## config.mk

```make
export PLATFORM = sky130hd
export DESIGN_NAME = axs_crosspoint
export DESIGN_NICKNAME = d
export VERILOG_FILES = /design/src/hdl/axs_pkg.sv /design/src/hdl/axs_fifo.sv /design/src/hdl/axs_crosspoint.sv
export VERILOG_INCLUDE_DIRS = /design/src /design/src/hdl
export SDC_FILE = /design/constraint.sdc
export NUM_CORES = 1
export LEC_CHECK = 0
export BUFFER_PORTS_ARGS = -buffer_cell sky130_fd_sc_hd__buf_2
export CORE_UTILIZATION = 30
export DETAILED_ROUTE_END_ITERATION = 6
export PLACE_DENSITY = 0.56
export SLEW_MARGIN = 10
export SYNTH_ARGS = -nofsm -noshare
export SYNTH_HDL_FRONTEND = slang
export SYNTH_SLANG_ARGS = --single-unit
```

## constraint.sdc

```tcl
create_clock -name CORE_CLK_I -period 12.3 [get_ports CORE_CLK_I]
set_input_delay 1.23 -clock CORE_CLK_I [delete_from_list [all_inputs] [get_ports CORE_CLK_I]]
set_output_delay 1.23 -clock CORE_CLK_I [all_outputs]
set_load 0.02 [all_outputs]
```

## src/hdl/axs_params.svh

```systemverilog
// Behaviour
// RQ1 - Input status query answers one five-character token per input: letter, four hex.
// RQ2 - Letter: T unmuted unlocked, L locked, M muted, U muted and locked.
// RQ3 - Low byte bits 3-2 signal presence, bits 1-0 connection; 11 yes, 10 no, 00 unknown.
// RQ4 - First and second inputs always report connection 00 (unknown).
// RQ5 - All status bits above the low four report as zero.
// RQ6 - Output status query gives one token per output, in order, semicolon separated.
// RQ7 - Routing list query gives the input routed to each output, in output order.
// RQ8 - Switch command routes the named input to the named output and is acknowledged.
// RQ9 - One input may drive several outputs; each output keeps its own selection.
// RQ10 - Switch changes only the named output; queries report state when serviced.
// RQ11 - Host may mute or unmute one input; its status letter follows.
`ifndef AXS_PARAMS_SVH
`define AXS_PARAMS_SVH

`define AXS_NUM_PORTS 3
`define AXS_FIFO_DEPTH 16
`define AXS_CH_T 8'h54
`define AXS_CH_L 8'h4C
`define AXS_CH_M 8'h4D
`define AXS_CH_U 8'h55
`define AXS_CH_A 8'h41
`define AXS_CH_ZERO 8'h30
`define AXS_CH_SEMI 8'h3B
`define AXS_CH_CR 8'h0D
`define AXS_CH_K 8'h4B
`define AXS_FLD_YES 2'h3
`define AXS_FLD_NO 2'h2
`define AXS_FLD_UNK 2'h0
`define AXS_SIG_POS 2
`define AXS_CONN_POS 0
`define AXS_RST_ROUTE 2'h0

`endif

```

## src/hdl/axs_pkg.sv

```systemverilog
`default_nettype none
package axs_pkg;
	typedef enum logic [2:0] {
		AXS_OP_NONE = 3'h0,
		AXS_OP_IN_STATUS = 3'h1,
		AXS_OP_OUT_STATUS = 3'h2,
		AXS_OP_ROUTE_LIST = 3'h3,
		AXS_OP_SWITCH = 3'h4,
		AXS_OP_SILENCE = 3'h5,
		AXS_OP_UNSILENCE = 3'h6
	} axs_op_type;

	typedef struct packed {
		axs_op_type op;
		logic [1:0] in_sel;
		logic [1:0] out_sel;
	} axs_cmd_type;

	typedef enum logic [1:0] {
		AXS_ST_IDLE = 2'b00,
		AXS_ST_EMIT = 2'b01,
		AXS_ST_WAIT = 2'b11
	} axs_state_type;
endpackage
`default_nettype wire

```

## src/hdl/axs_fifo.sv

```systemverilog
`timescale 1ns/100ps
`default_nettype none
module axs_fifo #(
	parameter int WIDTH = 8,
	parameter int DEPTH = 16
) (
	input wire logic clk_i,
	input wire logic rst_b_i,
	input wire logic ce_i,
	input wire logic [WIDTH-1:0] in_data_i,
	input wire logic in_valid_i,
	output logic in_ready_o,
	output logic [WIDTH-1:0] out_data_o,
	output logic out_valid_o,
	input wire logic out_ready_i
);
	localparam int AW = $clog2(DEPTH);
	logic [WIDTH-1:0] mem [DEPTH];
	logic [AW:0] wr_reg, wr_next, rd_reg, rd_next;
	logic push, pop;

	always_comb begin
		in_ready_o = (wr_reg - rd_reg) != (AW+1)'(DEPTH);
		out_valid_o = wr_reg != rd_reg;
		out_data_o = mem[rd_reg[AW-1:0]];
		push = in_valid_i && in_ready_o && ce_i;
		pop = out_valid_o && out_ready_i && ce_i;
		wr_next = push ? wr_reg + 1'b1 : wr_reg;
		rd_next = pop ? rd_reg + 1'b1 : rd_reg;
	end

	always_ff @(posedge clk_i) begin
		if (push) begin
			mem[wr_reg[AW-1:0]] <= in_data_i;
		end
		if (!rst_b_i) begin
			wr_reg <= '0;
			rd_reg <= '0;
		end else begin
			wr_reg <= wr_next;
			rd_reg <= rd_next;
		end
	end
endmodule
`default_nettype wire

```

## src/hdl/axs_crosspoint.sv

```systemverilog
`timescale 1ns/100ps
`default_nettype none
`include "axs_params.svh"
module axs_crosspoint
	import axs_pkg::*;
(
	// Clock, reset, enable
	input wire logic CORE_CLK_I,
	input wire logic RST_B_I,
	input wire logic CE_I,
	// Command port
	input wire axs_cmd_type CMD_I,
	input wire logic CMD_VALID_I,
	output logic CMD_READY_O,
	// Port state
	input wire logic [2:0] IN_LOCK_I,
	input wire logic [2:0] IN_SIG_I,
	input wire logic [2:0] IN_CONN_I,
	input wire logic [2:0] OUT_MUTE_I,
	input wire logic [2:0] OUT_LOCK_I,
	input wire logic [2:0] OUT_SIG_I,
	input wire logic [2:0] OUT_CONN_I,
	// Routing and mute state
	output logic [5:0] ROUTE_O,
	output logic [2:0] IN_MUTE_O,
	// Reply stream
	output logic [7:0] RSP_DATA_O,
	output logic RSP_VALID_O,
	input wire logic RSP_READY_I
);
	// --------------------------------------------------------
	// Helpers
	// --------------------------------------------------------
	function automatic logic [7:0] hex_char(input logic [3:0] v);
		hex_char = (v < 4'hA) ? 8'(8'h30 + 8'(v)) : 8'(8'h37 + 8'(v));
	endfunction

	function automatic logic [7:0] state_letter(input logic mute, input logic lock);
		unique case ({mute, lock}) // [RQ2]
			2'b00: state_letter = `AXS_CH_T;
			2'b01: state_letter = `AXS_CH_L;
			2'b10: state_letter = `AXS_CH_M;
			2'b11: state_letter = `AXS_CH_U;
		endcase
	endfunction

	function automatic logic [1:0] field(input logic known, input logic yes);
		field = !known ? `AXS_FLD_UNK : (yes ? `AXS_FLD_YES : `AXS_FLD_NO); // [RQ3]
	endfunction

	// --------------------------------------------------------
	// State
	// --------------------------------------------------------
	axs_state_type st_reg, st_next;
	axs_op_type op_reg, op_next;
	logic [1:0] route_reg [3];
	logic [1:0] route_next [3];
	logic [2:0] mute_reg, mute_next;
	logic [4:0] idx_reg, idx_next;
	logic [7:0] ch;
	logic last;
	logic push, fifo_ready;
	logic [7:0] fifo_data;
	logic fifo_valid;
	logic [3:0] nib [3];
	logic [7:0] let_ch [3];

	// Per-port token parts from live state, sampled while emitting
	genvar g;
	generate
		for (g = 0; g < 3; g++) begin : g_port
			always_comb begin
				if (op_reg == AXS_OP_IN_STATUS) begin
					// Inputs one and two have no connection pin [RQ4]
					nib[g] = {field(1'b1, IN_SIG_I[g]), field(g == 2, IN_CONN_I[g])}; // [RQ4]
					let_ch[g] = state_letter(mute_reg[g], IN_LOCK_I[g]); // [RQ11]
				end else begin
					nib[g] = {field(1'b1, OUT_SIG_I[g]), field(1'b1, OUT_CONN_I[g])};
					let_ch[g] = state_letter(OUT_MUTE_I[g], OUT_LOCK_I[g]);
				end
			end
		end
	endgenerate

	// --------------------------------------------------------
	// Reply character sequencer
	// --------------------------------------------------------
	always_comb begin
		logic [1:0] p;
		logic [2:0] k;
		p = 2'h0;
		k = 3'h0;
		ch = `AXS_CH_CR;
		last = 1'b0;
		unique case (op_reg)
			AXS_OP_IN_STATUS, AXS_OP_OUT_STATUS: begin
				// Six characters per port: letter, four hex, separator [RQ1] [RQ6]
				p = (idx_reg < 5'd6) ? 2'd0 : (idx_reg < 5'd12) ? 2'd1 : 2'd2;
				k = 3'(idx_reg - 5'(6 * p));
				unique case (k)
					3'd0: ch = let_ch[p];
					3'd1, 3'd2, 3'd3: ch = `AXS_CH_ZERO; // [RQ5]
					3'd4: ch = hex_char(nib[p]);
					default: ch = (p == 2'd2) ? `AXS_CH_CR : `AXS_CH_SEMI;
				endcase
				last = idx_reg == 5'd17;
			end
			AXS_OP_ROUTE_LIST: begin
				// Three characters per output: A, digit, separator [RQ7]
				p = (idx_reg < 5'd3) ? 2'd0 : (idx_reg < 5'd6) ? 2'd1 : 2'd2;
				k = 3'(idx_reg - 5'(3 * p));
				unique case (k)
					3'd0: ch = `AXS_CH_A;
					3'd1: ch = 8'(8'h31 + 8'(route_reg[p]));
					default: ch = (p == 2'd2) ? `AXS_CH_CR : `AXS_CH_SEMI;
				endcase
				last = idx_reg == 5'd8;
			end
			default: begin
				// Acknowledge for switch and mute commands [RQ8]
				ch = (idx_reg == 5'd0) ? `AXS_CH_K : `AXS_CH_CR;
				last = idx_reg == 5'd1;
			end
		endcase
	end

	// --------------------------------------------------------
	// Command handling
	// --------------------------------------------------------
	always_comb begin
		st_next = st_reg;
		op_next = op_reg;
		idx_next = idx_reg;
		mute_next = mute_reg;
		route_next = route_reg;
		push = 1'b0;
		unique case (st_reg)
			AXS_ST_IDLE: begin
				// Ready stays low one cycle after reset, so nothing is taken then
				if (CMD_VALID_I && CMD_READY_O && CMD_I.op != AXS_OP_NONE) begin
					op_next = CMD_I.op;
					idx_next = 5'd0;
					st_next = AXS_ST_EMIT;
					// Out-of-range ports are ignored but still acknowledged
					if (CMD_I.op == AXS_OP_SWITCH && CMD_I.in_sel < 2'd3
						&& CMD_I.out_sel < 2'd3) begin
						route_next[CMD_I.out_sel] = CMD_I.in_sel; // [RQ8] [RQ9] [RQ10]
					end
					if (CMD_I.op == AXS_OP_SILENCE && CMD_I.in_sel < 2'd3) begin
						mute_next[CMD_I.in_sel] = 1'b1; // [RQ11]
					end
					if (CMD_I.op == AXS_OP_UNSILENCE && CMD_I.in_sel < 2'd3) begin
						mute_next[CMD_I.in_sel] = 1'b0; // [RQ11]
					end
				end
			end
			AXS_ST_EMIT: begin
				// Back-pressure from the reply FIFO stalls the sequencer
				if (fifo_ready) begin
					push = 1'b1;
					idx_next = 5'(idx_reg + 5'd1);
					if (last) begin
						st_next = AXS_ST_WAIT;
					end
				end
			end
			AXS_ST_WAIT: begin
				st_next = AXS_ST_IDLE;
			end
			default: st_next = AXS_ST_IDLE;
		endcase
	end

	always_ff @(posedge CORE_CLK_I) begin
		if (!RST_B_I) begin
			st_reg <= AXS_ST_IDLE;
			op_reg <= AXS_OP_NONE;
			idx_reg <= 5'd0;
			mute_reg <= 3'h0;
			for (int i = 0; i < 3; i++) begin
				route_reg[i] <= `AXS_RST_ROUTE;
			end
			CMD_READY_O <= 1'b0;
			ROUTE_O <= 6'h0;
			IN_MUTE_O <= 3'h0;
		end else if (CE_I) begin
			st_reg <= st_next;
			op_reg <= op_next;
			idx_reg <= idx_next;
			mute_reg <= mute_next;
			route_reg <= route_next;
			CMD_READY_O <= st_next == AXS_ST_IDLE;
			ROUTE_O <= {route_next[2], route_next[1], route_next[0]};
			IN_MUTE_O <= mute_next;
		end
	end

	// --------------------------------------------------------
	// Reply buffer
	// --------------------------------------------------------
	axs_fifo #(.WIDTH(8), .DEPTH(`AXS_FIFO_DEPTH)) u_fifo (
		.clk_i(CORE_CLK_I),
		.rst_b_i(RST_B_I),
		.ce_i(CE_I),
		.in_data_i(ch),
		.in_valid_i(push),
		.in_ready_o(fifo_ready),
		.out_data_o(fifo_data),
		.out_valid_o(fifo_valid),
		.out_ready_i(RSP_READY_I || !RSP_VALID_O)
	);

	// Output skid register keeps the reply port straight from a flop
	always_ff @(posedge CORE_CLK_I) begin
		if (!RST_B_I) begin
			RSP_VALID_O <= 1'b0;
			RSP_DATA_O <= 8'h00;
		end else if (CE_I && (RSP_READY_I || !RSP_VALID_O)) begin
			RSP_VALID_O <= fifo_valid;
			RSP_DATA_O <= fifo_data;
		end
	end
endmodule
`default_nettype wire

```

# Yosys cells after proc, flatten, opt, wreduce, memory -nomap -nowiden
# Memory sizes are Yosys's and may differ from the RTL's. A register that Yosys moved wholly into a read port is not among the register bits.
# Index checks and enable logic that the tools add are counted.
[classes] addsub=9 mul=2 magnitude_cmp=12 eq_ne=39 n_mux=66 n_bitwise=6 n_reduce_logical=33
[ops] op="$pmux 8 s4" n=6
[ops] op="$mux 8" n=5
[ops] op="$mux 6" n=5
[ops] op="$eq 2x2->1 const B" n=14
[ops] op="$pmux 8 s3" n=1
[ops] op="$mux 3" n=7
[ops] op="$mux 2" n=10
[ops] op="$bmux 8 s2" n=1
[ops] op="$logic_not 2->1" n=8
[ops] op="$pmux 8 s2" n=1
[ops] op="$add 5x1->5 const B" n=3
[ops] op="$mux 1" n=15
[ops] op="$add 6x4->7 const A" n=2
[ops] op="$eq 2x1->1 const B" n=7
[ops] op="$mux 7" n=2
[ops] op="$pmux 7 s2" n=1
[ops] op="$logic_and 1x1->1" n=13
[ops] op="$eq 3x2->1 const B" n=4
[ops] op="$eq 3x3->1 const B" n=4
[ops] op="$mux 5" n=2
[ops] op="$pmux 5 s2" n=1
[ops] op="$eq 3x1->1 const B" n=3
[ops] op="$ge 3x3->1 const B" n=3
[ops] op="$not 2->3" n=3
[ops] op="40 further kinds" n=46
[word_totals] register_bits=37 ramBits=128 in_bits=33 out_inout_bits=19 n_memories=1
[mem_list] memory="u_fifo.mem" depth=16 word_bits=8 read_ports=1 rd_clocked_by_memory_dff=1 wr=1 line="axs_fifo.sv:18" text="logic [WIDTH-1:0] mem [DEPTH];"

# Depth between registers and ports, before layout
[depth] ltp_word=11 depth_mapped=16

# Cells and area by module
# From an unflattened synthesis, not the netlist that was laid out.
[unflattened] hier_cells=612 hier_area_um2=8282.9
[by_module_without_submodules] module="axs_fifo" n_inst=1 cells_each=284 area_each_um2=5694.2 seq_area_each_um2=4124.0
[by_module_without_submodules] module="axs_crosspoint" n_inst=1 cells_each=328 area_each_um2=2588.7 seq_area_each_um2=580.6

# Worst setup path before layout
# Ideal clock, no wire load.
[synth_timing] path_type="register to register" startpoint="reg idx_reg[2]" endpoint="mem u_fifo.mem[0][0] (data pin)" arrival_ns=3.544 setup_slack_ns=8.454 stages_incl_launch_ff=16 path_buffers=1 cell_sequence="dfxtp_1 -> buf_4 -> nor3_2 -> a21boi_1 -> nor2_1 -> ha_1 -> inv_1 -> ha_1 -> or2_2 -> fa_1 -> xnor2_1 -> xnor2_1 -> xnor2_1 -> nor3_1 -> and3_1 -> a31oi_1"
[synth_between] elab_chain_cells=11 elab_cells_between_ends=38
[synth_lines] element="from (decl)" line="axs_crosspoint.sv:59" text="logic [4:0] idx_reg, idx_next;"
[synth_lines] element="from (signal assigned)" line="axs_crosspoint.sv:189" text="idx_reg <= idx_next;"
[synth_lines] element="parallel branches: the longest is 10 deep, another holds $lt 5x4->1"
[synth_lines] element="$pmux 8 s2 *" line="axs_crosspoint.sv:95" text="unique case (op_reg)"
[synth_lines] element="net ch[0]" line="axs_crosspoint.sv:60" text="logic [7:0] ch;"
[synth_lines] element="to (decl)" line="axs_fifo.sv:18"
# Mark *: on every way through the listed nets, which the timed path passes. The select of a mux whose other input is x is not followed.

# Worst setup path in the final report
[layout_timing] startpoint="reg idx_reg[1]" endpoint="mem u_fifo.mem[0][1] (data pin)"
# Same word-level chain as after synthesis.

==> metrics.txt <==
EDFF count, synth=112; switching part of the total=0.211; die width=160 um; via count=4532; vias in the first global route=4679; CP max-delay cell=a21oi_1; Post-CTS Setup Inserts=0; routability cong.=0.846; antenna fix cells=0; Pint=0.859 mW; Logic pwr share=0.044; reg2reg start=idx_reg[1]; Synth Instances=547; Arrival @ worst endpoint=4.63 ns; first-pass GRT wire length=24800 um; Starting Density=0.306; Max Slew Vio Count=0; routed len/inst=16.6 um; Worst Setup End Kind=flop; minimum clock period=4.58 ns; RSZ-0062 raised after global routing=no; CTS sink count=150; placed cells=898; cell area after synthesis=7460 sq um; area delta synth->final=15.3%; Die Y=160 um; row count=57; Slew @ Worst Pin=1.12 ns; share of layout cells above drive strength 1=0.241; H-tree levels=4; TritonCTS clock tree=yes; sequential power share=0.501; post-layout util=0.353; Worst Setup Start Kind=flop; Req. time, crit path=12.35 ns; syn_area_per_cell=13.6 sq um; crit path max fanout=16; CTS resizes=0; FMAX=218 MHz; Tot Pwr=1.09 mW; warnings from Yosys=0; largest net degree at the start of global routing=44; global route overflow=0; leakage=3.11 nW; area of the multi-input gates=3140 sq um; Fill cells=2364; commonest non-fill, non-tap cell in the layout=edfxtp_1; synthesis-stage register bit count=150; sequential area share after synthesis=0.553; WHS Path Cells=2; Slew HR=0.254; final worst-path cycle share=0.372; Post-synth ARST share=0; cells on worst reg2reg path=15; Hold Buf Count CTS=0; most frequent cells in the layout=112 x edfxtp_1, 48 x buf_2, 36 x dfxtp_1, 35 x nand2_1, 35 x mux4_2; worst reg2reg endpoint=u_fifo.mem[0][1]; pwr dens=127 nW/um^2; CP max stage delay=0.87 ns; Final Hold Fails=0; setup TNS=0 ns; Psw=0.229 mW; Clock transition at path regs=0.06 ns; initial antenna violation count=0; net count after synthesis=611; Num CTS Buffers=17; WHS Endpoint=st_reg[0]; worst setup path category=flop to flop; Clock Power Share=0.455; drt drc=0; VDD IR-drop max=0.0813 mV; DR iter-0 viols=294; FF-to-FF setup slack=7.72 ns; Core ar.=24400 sq um; HP Start=st_reg[0]; hpwl dp=11200 um; Sequential Area=4130 sq um; worst skew pair latency=0.42 ns; routed wire length=15400 um; die area=25500 sq um; max FFs per register=112; max_cap viols=0; final antenna-violating net count=0; worst-path cell chain=nand2_1 > and2_1 > inv_2 > nor2_1 > ha_1 > inv_1 > ha_1 > or2_2 > fa_1 > xnor2_1 > xnor2_1 > o21a_1 > o21ai_0 > o21ai_0 > a21oi_1; top_reg_cell synth=edfxtp_1; Cell Count, Final, Fillers Out=930; Final setup violation count=0; status=finished, final reports clean; design area=8600 sq um; post-DR vias/cell=4.87; Post-layout nets=657; post-synth cell types=70; post-placement cell area=8010 sq um; GRT Util Overall=0.126; HP Class=flop to flop; Final Skew=0.0117 ns; Pre-antenna DRT Iters=4; Ports=52; Root Buffer=clkbuf_16; Buffers on Ports=48; CTS max path bufs=2
[cell type report]
type	instances	area share
timing repair buffer	51	0.0305
clock buffer	24	0.0599
clock inverter	8	0.00698
multi-input combinational	349	0.365
sequential	150	0.480
inverter	24	0.0105
tap	324	0.0471
[kinds of logic after synthesis]
kind of cell,count (synthesis),share of synthesized area
mux,62,0.142
buf+inv,48,0.0280
flops,150,0.553
xor+xnor,15,0.0196
simple gates,161,0.122
other cells,1,0.000503
fa+ha+maj,31,0.0530
compound gates,79,0.0822
[power groups by stage]
stage / Sequential (mW) / Combinational (mW) / Clock (mW)
2_1_floorplan: 0.557 / 0.0299 / 0
3_3_place_gp: 0.556 / 0.0464 / 0
3_5_place_dp: 0.556 / 0.0483 / 0
4_1_cts: 0.545 / 0.0485 / 0.502
5_1_grt: 0.546 / 0.0532 / 0.523
6_report: 0.545 / 0.0480 / 0.495
[worst max path at each step]
stage	start	endpoint	cells past startpoint	slack [ns]
floorplan	idx_reg[2]	u_fifo.mem[0][0]	15	8.45
global placement	idx_reg[1]	u_fifo.mem[8][0]	15	7.80
detailed placement	idx_reg[1]	u_fifo.mem[10][0]	15	7.53
CTS	idx_reg[1]	u_fifo.mem[13][0]	15	7.52
global route	idx_reg[1]	u_fifo.mem[0][1]	15	7.30
finish	idx_reg[1]	u_fifo.mem[0][1]	15	7.72
[metrics by stage]
stage                     setup slack [ns]  hold WS (ns)
after floorplan                       8.45         0.461
after global placement                7.80         0.477
after detailed placement              7.53         0.485
after CTS                             7.52         0.503
after global routing                  7.30         0.547
final                                 7.72         0.498
[Yosys cell counts, types with 2 or more instances]
library cell	count	share of area
xor2_1	3	0.0035
a21boi_1	3	0.0030
a32oi_1	2	0.0023
a31oi_1	4	0.0034
xor2_2	2	0.0044
buf_4	4	0.0040
edfxtp_1	112	0.45
o211ai_1	2	0.0020
nor3_1	13	0.0087
nand4_1	6	0.0050
mux4_2	35	0.11
o21a_1	4	0.0040
o31ai_1	2	0.0020
nor2b_1	23	0.019
o21ai_0	11	0.0074
buf_2	11	0.0074
mux2i_1	27	0.036
a22o_1	2	0.0023
a31o_1	2	0.0023
ha_1	30	0.050
inv_1	22	0.011
and3_1	14	0.012
inv_2	2	0.0010
and2_1	13	0.011
nor2_2	3	0.0025
buf_1	3	0.0015
a21boi_0	5	0.0050
a21o_1	6	0.0060
nand2b_1	6	0.0050
or2_2	2	0.0017
clkbuf_1	6	0.0030
nor3_2	2	0.0027
o22ai_1	2	0.0017
nor2_1	23	0.012
xnor2_1	10	0.012
nand3_1	8	0.0054
nor3b_2	4	0.0067
dfxtp_1	38	0.10
nand2_1	35	0.018
o221a_2	2	0.0030
a21oi_1	14	0.0094
[routing by layer]
metal  up-vias  part of all wire  global-route usage
met4         0            0.0078              0.0389
met1      2246              0.42               0.147
met3        11             0.038              0.0281
li1       2169                 -                   -
met5         -                 0                   0
met2       106              0.53               0.230
[worst max-delay path: cells and delay by family, from the launching register on]
kind,cells,cell delay [ns]
buf+inv,2,0.20
xor+xnor,2,0.36
flops,1,0.64
compound gates,4,1.38
simple gates,4,0.74
fa+ha+maj,3,0.87
Note: power is estimated with default switching activity, not from simulation.
